**src/core/ccr_pkg.sv**
```systemverilog
// Shared constants for the charger configuration register bank
package ccr_pkg;

  // ****************************************
  // Target address and register offsets
  // ****************************************
  localparam logic [6:0] CCR_I2C_ADDR = 7'h03;
  localparam logic [7:0] REG0_OFFSET = 8'h00;
  localparam logic [7:0] REG1_OFFSET = 8'h01;
  localparam logic [7:0] REG2_OFFSET = 8'h02;

  // ****************************************
  // Power-on values
  // ****************************************
  localparam logic [7:0] REG0_RST = 8'h9f;
  localparam logic [7:0] REG1_RST = 8'hac;
  localparam logic [7:0] REG2_RST = 8'h0f;

  // ****************************************
  // Field positions
  // ****************************************
  localparam int MINV_LSB = 4;
  localparam int ILIM_LSB = 0;
  localparam int PRESS_LSB = 6;
  localparam int OFFT_BIT = 5;
  localparam int BYPASS_BIT = 4;
  localparam int INHIBIT_BIT = 3;
  localparam int UVLO_LSB = 0;
  localparam int SWRST_BIT = 7;
  localparam int WDKICK_BIT = 6;
  localparam int CODE4_W = 4;
  localparam int CODE3_W = 3;
  localparam int ICC_W = 6;

  // ****************************************
  // Timing
  // ****************************************
  localparam int CLK_PERIOD_NS = 4;
  localparam int TICK_PERIOD_NS = 1_000_000_000;
  localparam int unsigned TICK_CYCLES_DFLT = TICK_PERIOD_NS / CLK_PERIOD_NS;
  localparam logic [4:0] PRESS_BASE_S = 5'h08;
  localparam logic [4:0] PRESS_STEP_S = 5'h04;
  localparam logic [4:0] OFF_SHORT_S = 5'h02;
  localparam logic [4:0] OFF_LONG_S = 5'h04;

endpackage

```
**src/core/ccr_bus_if.sv**
```systemverilog
// Internal register access channel between the serial target and the register bank
`timescale 1ns/1ps
interface ccr_bus_if;
  logic wr_stb;
  logic [7:0] addr;
  logic [7:0] wr_data;
  logic [7:0] rd_data;

  modport target (output wr_stb, output addr, output wr_data, input rd_data);
  modport regs (input wr_stb, input addr, input wr_data, output rd_data);
endinterface

```
**src/core/ccr_i2c_target.sv**
```systemverilog
// Two-wire serial target with register pointer and auto-increment
`timescale 1ns/1ps
module ccr_i2c_target (
  input wire logic clk,
  input wire logic rst_n,
  input wire logic scl_pin,
  input wire logic sda_pin,
  output logic sda_oe,
  ccr_bus_if.target bus
);
  import ccr_pkg::*;

  typedef enum logic [4:0] {
    ST_IDLE = 5'b00001,
    ST_ADDR = 5'b00010,
    ST_PTR = 5'b00100,
    ST_WDATA = 5'b01000,
    ST_RDATA = 5'b10000
  } ccr_i2c_state_e;

  // ****************************************
  // Pin synchronisers and bus conditions
  // ****************************************
  logic [1:0] scl_sync_r;
  logic [1:0] sda_sync_r;
  logic scl_prev_r;
  logic sda_prev_r;

  always_ff @(posedge clk or negedge rst_n) begin
    if (!rst_n) begin
      scl_sync_r <= 2'h3;
      sda_sync_r <= 2'h3;
      scl_prev_r <= 1'b1;
      sda_prev_r <= 1'b1;
    end else begin
      scl_sync_r <= {scl_sync_r[0], scl_pin};
      sda_sync_r <= {sda_sync_r[0], sda_pin};
      scl_prev_r <= scl_sync_r[1];
      sda_prev_r <= sda_sync_r[1];
    end
  end

  wire scl_s = scl_sync_r[1];
  wire sda_s = sda_sync_r[1];
  wire scl_rise = scl_s & ~scl_prev_r;
  wire scl_fall = ~scl_s & scl_prev_r;
  wire start_det = scl_s & scl_prev_r & ~sda_s & sda_prev_r;
  wire stop_det = scl_s & scl_prev_r & sda_s & ~sda_prev_r;

  // ****************************************
  // Protocol engine
  // ****************************************
  ccr_i2c_state_e state_r;
  logic [3:0] cnt_r;
  logic ack_phase_r;
  logic incr_pend_r;
  logic [7:0] shreg_r;
  logic [7:0] tx_r;
  logic [7:0] ptr_r;
  logic wr_stb_r;
  logic ack_drive_r;

  wire byte_done = scl_fall & ~ack_phase_r & (cnt_r == 4'h8);
  wire addr_match = (shreg_r[7:1] == CCR_I2C_ADDR);
  wire rx_state = (state_r == ST_ADDR) | (state_r == ST_PTR) | (state_r == ST_WDATA);

  assign bus.wr_stb = wr_stb_r;
  assign bus.addr = ptr_r;
  assign bus.wr_data = shreg_r;
  // Straight from the flop, which every path into idle already clears
  assign sda_oe = ack_drive_r;

  // Start and stop override everything so a confused host can always recover
  always_ff @(posedge clk or negedge rst_n) begin
    if (!rst_n) begin
      state_r <= ST_IDLE;
      cnt_r <= 4'h0;
      ack_phase_r <= 1'b0;
      incr_pend_r <= 1'b0;
      shreg_r <= 8'h00;
      tx_r <= 8'h00;
      ptr_r <= 8'h00;
      wr_stb_r <= 1'b0;
      ack_drive_r <= 1'b0;
    end else begin
      wr_stb_r <= 1'b0;
      if (start_det) begin
        state_r <= ST_ADDR;
        cnt_r <= 4'h0;
        ack_phase_r <= 1'b0;
        ack_drive_r <= 1'b0;
      end else if (stop_det) begin
        state_r <= ST_IDLE;
        ack_drive_r <= 1'b0;
      end else if (scl_rise) begin
        if (ack_phase_r) begin
          if (state_r == ST_RDATA && sda_s) begin
            state_r <= ST_IDLE;
          end
        end else begin
          cnt_r <= cnt_r + 4'h1;
          if (rx_state) begin
            shreg_r <= {shreg_r[6:0], sda_s};
          end
        end
      end else if (scl_fall && ack_phase_r) begin
        ack_phase_r <= 1'b0;
        cnt_r <= 4'h0;
        tx_r <= bus.rd_data;
        ack_drive_r <= (state_r == ST_RDATA) & ~bus.rd_data[7];
        if (incr_pend_r) begin
          ptr_r <= ptr_r + 8'h01;
          incr_pend_r <= 1'b0;
        end
      end else if (byte_done) begin
        ack_phase_r <= 1'b1;
        ack_drive_r <= 1'b1;
        unique case (state_r)
          ST_ADDR: begin
            ack_drive_r <= addr_match;
            state_r <= !addr_match ? ST_IDLE : (shreg_r[0] ? ST_RDATA : ST_PTR);
          end
          ST_PTR: begin
            ptr_r <= shreg_r;
            state_r <= ST_WDATA;
          end
          ST_WDATA: begin
            wr_stb_r <= 1'b1;
            incr_pend_r <= 1'b1;
          end
          ST_RDATA: begin
            ack_drive_r <= 1'b0;
            ptr_r <= ptr_r + 8'h01;
          end
          ST_IDLE: begin
            ack_drive_r <= 1'b0;
          end
        endcase
      end else if (scl_fall && state_r == ST_RDATA && cnt_r != 4'h8) begin
        tx_r <= {tx_r[6:0], 1'b0};
        ack_drive_r <= ~tx_r[6];
      end
    end
  end
endmodule

```
**src/core/ccr_config_top.sv**
```systemverilog
// Charger configuration register bank with push-to-recycle timing
// Function
// - Every register is eight bits, bit 0 least significant.
// - Answer as serial target at seven-bit address 03H only.
// - Multi-bit fields are unsigned codes mapped linearly to settings.
// - Register 0x00 loads 10011111 at power-on.
// - Bits 7:4 of 0x00 hold minimum input voltage code, default 1001.
// - Bits 3:0 of 0x00 hold input current limit code, default 1111.
// - Register 0x01 loads 10101100 at power-on.
// - Bits 7:6 of 0x01 set recycle press time, 8 s plus 4 s per step.
// - Bit 5 of 0x01 sets recycle off time: 0 is 2 s, 1 is 4 s.
// - Bit 4 of 0x01 set opens only the bypass switch; default 0.
// - Bit 3 of 0x01 inhibits charging when 1, default 1.
// - Bits 2:0 of 0x01 hold battery undervoltage code, default 100.
// - Register 0x02 loads 00001111 at power-on.
// - Watchdog expiry restores watchdog-resettable registers to defaults.
// - Pin held low past press time turns both switches off for off time.
`timescale 1ns/1ps
module ccr_config_top #(
  parameter int unsigned TICK_CYCLES = ccr_pkg::TICK_CYCLES_DFLT
) (
  input wire logic CORE_CLK,
  input wire logic RESETN,
  input wire logic SCL_IN,
  input wire logic SDA_IN,
  output logic SDA_OUT,
  output logic SDA_OE,
  input wire logic ALERT_RECYCLE_PIN_N,
  input wire logic WDT_EXPIRE,
  output logic [ccr_pkg::CODE4_W-1:0] MIN_INPUT_VOLTAGE_CODE,
  output logic [ccr_pkg::CODE4_W-1:0] INPUT_CURRENT_LIMIT_CODE,
  output logic [ccr_pkg::CODE3_W-1:0] BATTERY_UNDERVOLTAGE_CODE,
  output logic [ccr_pkg::ICC_W-1:0] CHARGE_CURRENT_CODE,
  output logic BYPASS_SW_ON,
  output logic BATTERY_SW_ON,
  output logic CHARGE_ENABLE,
  output logic RECYCLE_ACTIVE,
  output logic WD_KICK
);
  import ccr_pkg::*;

  if (TICK_CYCLES < 2) begin : g_bad_tick
    $error("TICK_CYCLES must be at least 2");
  end

  typedef enum logic [2:0] {
    REC_IDLE = 3'b001,
    REC_PRESS = 3'b010,
    REC_OFF = 3'b100
  } ccr_rec_state_e;

  // ****************************************
  // Serial target
  // ****************************************
  ccr_bus_if bus ();

  ccr_i2c_target u_target (
    .clk(CORE_CLK),
    .rst_n(RESETN),
    .scl_pin(SCL_IN),
    .sda_pin(SDA_IN),
    .sda_oe(SDA_OE),
    .bus(bus.target)
  );

  // Open-drain line: only ever pulled low
  assign SDA_OUT = 1'b0;

  // ****************************************
  // Register decode
  // ****************************************
  logic [7:0] reg0_r;
  logic [7:0] reg1_r;
  logic [5:0] reg2_r;
  logic wd_kick_r;

  wire wr0 = bus.wr_stb & (bus.addr == REG0_OFFSET);
  wire wr1 = bus.wr_stb & (bus.addr == REG1_OFFSET);
  wire wr2 = bus.wr_stb & (bus.addr == REG2_OFFSET);
  wire soft_rst = wr2 & bus.wr_data[SWRST_BIT];
  wire wdt_rst = soft_rst | WDT_EXPIRE;

  // Reset and kick bits are self-clearing strobes, so they read back as zero
  wire [7:0] reg2_view = {2'b00, reg2_r};
  assign bus.rd_data = (bus.addr == REG0_OFFSET) ? reg0_r :
                       (bus.addr == REG1_OFFSET) ? reg1_r :
                       (bus.addr == REG2_OFFSET) ? reg2_view : 8'h00;

  wire [7:0] reg0_nxt = soft_rst ? REG0_RST : (wr0 ? bus.wr_data : reg0_r);
  wire [7:0] reg1_nxt = wdt_rst ? REG1_RST : (wr1 ? bus.wr_data : reg1_r);
  wire [5:0] reg2_nxt = wdt_rst ? REG2_RST[5:0] : (wr2 ? bus.wr_data[5:0] : reg2_r);

  always_ff @(posedge CORE_CLK or negedge RESETN) begin
    if (!RESETN) begin
      reg0_r <= REG0_RST;
      reg1_r <= REG1_RST;
      reg2_r <= REG2_RST[5:0];
      wd_kick_r <= 1'b0;
    end else begin
      reg0_r <= reg0_nxt;
      reg1_r <= reg1_nxt;
      reg2_r <= reg2_nxt;
      wd_kick_r <= wr2 & bus.wr_data[WDKICK_BIT] & ~soft_rst;
    end
  end

  assign MIN_INPUT_VOLTAGE_CODE = reg0_r[MINV_LSB +: CODE4_W];
  assign INPUT_CURRENT_LIMIT_CODE = reg0_r[ILIM_LSB +: CODE4_W];
  assign BATTERY_UNDERVOLTAGE_CODE = reg1_r[UVLO_LSB +: CODE3_W];
  assign CHARGE_CURRENT_CODE = reg2_r;
  assign WD_KICK = wd_kick_r;

  // ****************************************
  // Recycle timing
  // ****************************************
  // Linear code to seconds
  function automatic logic [4:0] press_seconds(input logic [1:0] code);
    logic [4:0] steps;
    steps = PRESS_STEP_S * {3'h0, code};
    press_seconds = PRESS_BASE_S + steps;
  endfunction

  logic [1:0] alert_sync_r;
  ccr_rec_state_e rec_state_r;
  ccr_rec_state_e rec_state_nxt;
  logic [31:0] tick_cnt_r;
  logic [4:0] sec_cnt_r;

  wire pin_low = ~alert_sync_r[1];
  wire tick = (tick_cnt_r == TICK_CYCLES - 32'd1);
  wire [4:0] sec_next = sec_cnt_r + 5'h01;
  wire [4:0] press_secs = press_seconds(reg1_r[PRESS_LSB +: 2]);
  wire [4:0] off_secs = reg1_r[OFFT_BIT] ? OFF_LONG_S : OFF_SHORT_S;
  wire press_done = tick & (sec_next >= press_secs);
  wire off_done = tick & (sec_next >= off_secs);

  always_comb begin
    rec_state_nxt = rec_state_r;
    unique case (rec_state_r)
      REC_IDLE: begin
        if (pin_low) begin
          rec_state_nxt = REC_PRESS;
        end
      end
      REC_PRESS: begin
        if (!pin_low) begin
          rec_state_nxt = REC_IDLE;
        end else if (press_done) begin
          rec_state_nxt = REC_OFF;
        end
      end
      REC_OFF: begin
        if (off_done) begin
          rec_state_nxt = REC_IDLE;
        end
      end
    endcase
  end

  // The one-second divider restarts with every press, so timing is not
  // shortened by a partial second already counted before the pin fell
  always_ff @(posedge CORE_CLK or negedge RESETN) begin
    if (!RESETN) begin
      alert_sync_r <= 2'h3;
      rec_state_r <= REC_IDLE;
      tick_cnt_r <= 32'h0;
      sec_cnt_r <= 5'h00;
    end else begin
      alert_sync_r <= {alert_sync_r[0], ALERT_RECYCLE_PIN_N};
      rec_state_r <= rec_state_nxt;
      tick_cnt_r <= (rec_state_r == REC_IDLE || tick) ? 32'h0 : tick_cnt_r + 32'h1;
      if (rec_state_nxt != rec_state_r) begin
        sec_cnt_r <= 5'h00;
      end else if (tick) begin
        sec_cnt_r <= sec_next;
      end
    end
  end

  // ****************************************
  // Switch controls
  // ****************************************
  wire rec_off = (rec_state_r == REC_OFF);
  wire charge_en_nxt = ~reg1_r[INHIBIT_BIT] & ~rec_off;

  always_ff @(posedge CORE_CLK or negedge RESETN) begin
    if (!RESETN) begin
      BYPASS_SW_ON <= 1'b1;
      BATTERY_SW_ON <= 1'b1;
      CHARGE_ENABLE <= 1'b0;
      RECYCLE_ACTIVE <= 1'b0;
    end else begin
      BYPASS_SW_ON <= ~rec_off & ~reg1_r[BYPASS_BIT];
      BATTERY_SW_ON <= ~rec_off;
      CHARGE_ENABLE <= charge_en_nxt;
      RECYCLE_ACTIVE <= rec_off;
    end
  end
endmodule

```
**config.mk**
```make
export PLATFORM = sky130hd
export DESIGN_NAME = ccr_config_top
export DESIGN_NICKNAME = d
export VERILOG_FILES = /design/src/core/ccr_pkg.sv /design/src/core/ccr_bus_if.sv /design/src/core/ccr_i2c_target.sv /design/src/core/ccr_config_top.sv
export SDC_FILE = /design/constraint.sdc
export NUM_CORES = 1
export LEC_CHECK = 0
export BUFFER_PORTS_ARGS = -buffer_cell sky130_fd_sc_hd__buf_4
export CORE_UTILIZATION = 61
export CTS_CLUSTER_SIZE = 14
export DETAILED_ROUTE_END_ITERATION = 10
export PLACE_DENSITY_LB_ADDON = 0.3
export RECOVER_POWER = 100
export SYNTH_ARGS = -nofsm -noshare
export SYNTH_HDL_FRONTEND = slang
export SYNTH_SLANG_ARGS = --single-unit
```
**constraint.sdc**
```tcl
create_clock -name CORE_CLK -period 2.85 [get_ports CORE_CLK]
set_input_delay 0.285 -clock CORE_CLK [delete_from_list [all_inputs] [get_ports CORE_CLK]]
set_output_delay 0.285 -clock CORE_CLK [all_outputs]
set_load 0.05 [all_outputs]
```
**After elaboration in Yosys (flattened, before gate mapping)**

Cells that the tools add are included.

- Bits in registers: 111
- Bits of input ports: 6
- Word-level logic and storage cells: 182

- Add/subtract/negate cells: 5
- Magnitude comparators: 2
- Eq/ne operators: 24
- Multiplexer cells: 61
- Bitwise logic cells: 37
- Reduce and logical (&&, ||, !) cells: 28

Operator list:

| cell | number |
|---|---|
| $mux 8 | 9 |
| $mux 5 | 11 |
| $add 32x1->32 const B | 1 |
| $eq 32x28->1 const B | 1 |
| $mux 32 | 1 |
| $mux 7 | 3 |
| $and 1x1->1 | 20 |
| $mux 1 | 20 |
| $mux 4 | 5 |
| $reduce_and 5->1 | 4 |
| $mux 6 | 3 |
| $pmux 8 s2 | 1 |
| $mux 3 | 5 |
| $not 1->1 | 14 |
| $reduce_bool 2->1 | 7 |
| $ne 4x4->1 const B | 3 |
| $pmux 5 s2 | 1 |
| $reduce_bool 5->1 | 2 |
| $pmux 3 s3 | 1 |
| $reduce_bool 3->1 | 3 |
| $add 8x1->8 const B | 1 |
| $eq 8x1->1 const B | 1 |
| $eq 8x2->1 const B | 1 |
| $logic_not 8->1 | 1 |
| 29 further kinds | 38 |

**Logic depth before layout (Yosys ltp)**

- Depth in word-level cells: 10
- Mapped depth: 9
- Mapped depth without buffers: 9

**Modules after synthesis**

Synthesis repeated with hierarchy kept, for this count alone.

- Cell total of the unflattened synthesis: 610
- Area total of the unflattened synthesis: 5910.7 µm²

By module, submodules not included:

| module | instances | cells an instance | area each (µm²) | sequential area each (µm²) |
|---|---|---|---|---|
| ccr_config_top | 1 | 389 | 3724.8 | 1750.4 |
| ccr_i2c_target | 1 | 221 | 2185.8 | 1059.8 |

**Worst setup path after synthesis**

Ideal clock, no wire load.

- Path type: register to register
- From: register tick_cnt_r[8]
- To: register sec_cnt_r[4]
- Data arrival time: 2.235 ns
- Required time: 2.776 ns
- Slack: 0.541 ns
- Cell stages (with the launch flop): 7
- Buffers on the path: 1
- Period minus slack after synthesis: 2.309 ns
- Cell sequence: dfrtp_1 -> nand4bb_1 -> or4_1 -> or4_4 -> buf_6 -> or3_4 -> a21oi_2

- Cells in the longest elaborated chain, start to end: 7
- Elaborated cells between the ends (all ways): 10
- Those cells by class: eq/ne (2); mux (5); bitwise (2); reduce/logical (1)

Ends and longest elaborated chain:

| what | line | text |
|---|---|---|
| start: declaration | ccr_config_top.sv:126 | `logic [31:0] tick_cnt_r;` |
| start signal: assignment | ccr_config_top.sv:171 | `tick_cnt_r <= (rec_state_r == REC_IDLE \|\| tick) ? 32'h0 : tick_cnt_r + 32'h1;` |
| $eq 32x28->1 (*) | ccr_config_top.sv:130 | `wire tick = (tick_cnt_r == TICK_CYCLES - 32'd1);` |
| $and 1x1->1 | ccr_config_top.sv:134 | `wire press_done = tick & (sec_next >= press_secs);` |
| $mux 3 | ccr_config_top.sv:148 | `end else if (press_done) begin` |
| $mux 3 | ccr_config_top.sv:146 | `if (!pin_low) begin` |
| $pmux 3 s3 | ccr_config_top.sv:139 | `unique case (rec_state_r)` |
| $ne 3x3->1 | ccr_config_top.sv:172 | `if (rec_state_nxt != rec_state_r) begin` |
| $mux 5 or $reduce_bool 2->1 (tied branches) | n/a |  |
| end signal: assignment | ccr_config_top.sv:175 | `sec_cnt_r <= sec_next;` |
| end: declaration | ccr_config_top.sv:127 | `logic [4:0] sec_cnt_r;` |

Mark *: on every way between the ends. The rest lies on a longest branch, timed or not.
A chain may end at the register's enable or synchronous reset.

**Worst setup path after layout**

- From: register tick_cnt_r[8]
- To: register tick_cnt_r[25]

- Cells in the longest elaborated chain, start to end: 3
- Elaborated cells between the ends (all ways): 4
- Those cells by class: add/sub (1); eq/ne (1); mux (1); reduce/logical (1)

Ends and longest elaborated chain:

| what | line |
|---|---|
| parallel branches: the longest is 2 deep, another holds $add 32x1->32 | n/a |
| $mux 32 (*) | ccr_config_top.sv:171 |

Mark *: on every way between the ends.

==> impl_results.md <==
* Via density at 6.20
* FF-to-FF path depth at 6
* Crit-path max cell delay at 710 ps
* All-Layer GR Usage at about a quarter
* CP Data Arrival Time at 2840 ps
* Lkg Pwr at between 0.002 and 0.003 uW
* Post-Syn Nets at between 500 and 600
* Slowest CP cell: or4_1
* Post-synth EDFFs at 0
* Post-Route Skew at 19.1 ps
* Syn_area_per_cell at a little under 10 um^2
* Total power at between 3000 and 4000 uW
* Worst setup path start: tick_cnt_r[8]$_DFF_PN0_
* First drt pass iteration count at 6
* Vias at 4450
* Worst-path maximum fanout at 31
* Synth top area share at between 30% and 40%
* Clock sink total at 111
* Worst setup SP type: register
* Post-DP HPWL at 8.39 mm
* Switching part of the total at between 20% and 30%
* Synth top cells by count: dfrtp_1 (85), nor2_1 (77), nand2_1 (35)
* Worst Tran Pin Value at between 1000 and 1500 ps
* Chip width at between 90 and 100 um
* Post-CTS sizing at 0
* Starting Density at 64.2%
* TNS Setup at 0 ps
* Gr ovfl total at 0
* Hold crit path type: primary input to register
* Yosys warning total at 0
* Buf/Inv on CP at 1
* First-pass GRT wire length at 20.7 mm
* P_sw at between 800 and 900 uW
* CTS buffer count at 9
* Int Pwr at around 2100 uW
* Port bufs at 28
* Seq cells post-synth at approximately 110
* CTS tree: done
* Crit Path Class: register to register
* Total Wirelength at about 12 mm
* Core box area at just under 0.009 mm^2
* Syn Std Cell Area at around 0.0057 mm^2
* Drt first-iter violations at 374
* Sequential share of power at approximately three fifths
* Clock power frac at between 30% and 40%
* PwrDens at roughly 490 mW/mm^2
* Top_reg_cell synth: dfrtp_1
* Antenna violations before repair at 0
* Reg clk slew, reported paths at 110 ps
* Worst EP required at just over 3000 ps
* H-Tree Depth at 3
* Vias in the first global route at between 4000 and 5000
* Max-slew violations at 0
* VDD IR max at roughly 0.36 mV
* Routed WL per cell at 16.7 um
* Crit share post-route at about 90%
* Most common cell in the netlist: dfrtp_1
* Worst Setup End Kind: register
* CP dominant cell by count: or4_1
* Yosys cell types at 62
* RD Place Congestion at between 0.8 and 0.9
* Crit path to: tick_cnt_r[25]$_DFF_PN0_
* Max-slew headroom at just under 5%
* Register area share after synthesis at about half
* Status: finished, final reports clean
* Area contributors post-synth: dfrtp_1 (37%), dfstp_2 (12%), nor2_1 (5.1%)
* CP Cell Sequence: nand4bb_1, or4_1, or4_1, nand2_1, clkbuf_4, nor2_1
* Reg-to-Reg Start: tick_cnt_r[8]$_DFF_PN0_
* Fillers at 704
* Fmax at about 380 MHz
* Post-synth ARST share at 100%
* RSZ-0062 raised after global routing: no
* DRC at 0
* Cell Rows at 34
* Layout area overhead at 7.43%
* Cell family with most CP delay: simple AND/OR/NAND/NOR gates
* Max Cap Viol at 0
* Die H at slightly below 100 um
* Tmin final at 2600 ps
* Setup-failing EPs final at 0
* N_diodes at 0
* Routed Antenna Nets at 0
* Synth area leader: dfrtp_1
* RR Endpoint: tick_cnt_r[25]$_DFF_PN0_
* Finished Core Util at between 60% and 70%
* FF-to-FF setup slack at around 250 ps
* Hold Fails Final Rpt at 0
* Max Buffers Root-to-Sink at 2
* Die area at roughly 0.0097 mm^2
* Root Driver: clkbuf_8
* Pin count of the biggest net entering global routing at 60
* I/O Pins at 30
* Combinational Power Share at 10.6%
* Clock Latency Late Sink at 380 ps
* Gate count of the mapped netlist at 574
* Share of cells above drive strength 1 at a little under an eighth
* Layout Nets at 625
* CP Depth at 6
[placed cells by master (no fill, tap or decap), drive strengths merged, types with 3 or more instances in the layout]
cell type / count
nand3: 30
xor2: 25
nand2: 35
and2: 3
nor4: 12
ha: 14
a22oi: 6
clkbuf: 44
a22o: 3
and3: 12
dlygate4sd3: 3
o22ai: 9
mux2: 12
or3: 7
nand3b: 6
nor2b: 7
buf: 6
o2bb2ai: 6
o21bai: 3
a31oi: 5
nor3b: 5
a21oi: 30
mux2i: 22
dfstp: 26
nor3: 10
nor2: 77
a211oi: 3
o21ai: 20
and4: 4
nand4: 17
xnor2: 13
inv: 22
or4: 3
dfrtp: 85
[routing by layer]
| metal | wire, um | up-vias | global-route usage, % | share of wire [%] |
|---|---|---|---|---|
| li1 | - | 2112 | - | - |
| met1 | 5530 | 2178 | 37.0 | 46 |
| met2 | 5660 | 135 | 42.6 | 47 |
| met3 | 570 | 25 | 2.98 | 4.8 |
| met4 | 237 | 0 | 10.6 | 2.0 |
| met5 | 0 | - | 0 | 0 |
[cell families after synthesis]
family	synth area share, %
xor+xnor	5.83
other cells	0.0657
compound gates	11.2
buf+inv	3.24
fa+ha+maj	3.07
mux	6.23
simple gates	21.2
flops	49.2
[per-stage QoR]
stage	hold WS (ps)	setup slack [ps]	cells	area [um^2]
2_1_floorplan	-10.6	541	574	5710
3_3_place_gp	346	484	699	6040
3_5_place_dp	351	327	699	6040
4_1_cts	1.26	291	717	6260
5_1_grt	3.66	102	718	6130
6_report	19.4	248	718	6130
[flip-flops by register name (all words and copies together), names as in the netlist, 2 cells and up]
name and cells:
tick_cnt_r 32, sec_cnt_r 5, u_target.state_r 5, alert_sync_r 2, reg0_r 8, u_target.sda_sync_r 2, u_target.bus.addr 8, u_target.tx_r 7
u_target.bus.wr_data 8, rec_state_r 3, reg1_r 8, u_target.scl_sync_r 2, u_target.cnt_r 4, CHARGE_CURRENT_CODE 6
[power by group through the flow]
stage                     clock (uW)  combinational (uW)  sequential (uW)
after floorplan                    0                 214             1780
after global placement             0                 318             1780
after detailed placement           0                 333             1790
after CTS                        953                 335             1760
after global routing            1010                 367             1780
final                            928                 319             1760
[area by class of cell]
class | count | area (um^2) | area share, %
repair buffers | 44 | 225 | 3.67
well taps | 108 | 135 | 2.20
clock inverters | 7 | 72.6 | 1.18
inverters | 18 | 67.6 | 1.10
multi-input cells | 421 | 2700 | 44.0
flip-flops and latches | 111 | 2810 | 45.8
clock buffers | 9 | 124 | 2.02
[worst min path at each step]
stage	from	to	depth (start not counted)
floorplan	RESETN	CHARGE_CURRENT_CODE[4]$_DFFE_PN0P_	0
global placement	u_target.scl_sync_r[0]$_DFF_PN1_	u_target.scl_sync_r[1]$_DFF_PN1_	0
detailed placement	u_target.sda_sync_r[0]$_DFF_PN1_	u_target.sda_sync_r[1]$_DFF_PN1_	0
CTS	SCL_IN	u_target.scl_sync_r[0]$_DFF_PN1_	1
global route	SDA_IN	u_target.sda_sync_r[0]$_DFF_PN1_	1
finish	SDA_IN	u_target.sda_sync_r[0]$_DFF_PN1_	1
[repair_timing]
item / CTS / global route
endpoints found under the setup margin: 0 / 0
buffers inserted: 0 / 0
hold buffers: 2 / 1
endpoints found under the hold margin: 27 / 1
Note: power is estimated with default switching activity, not from simulation.
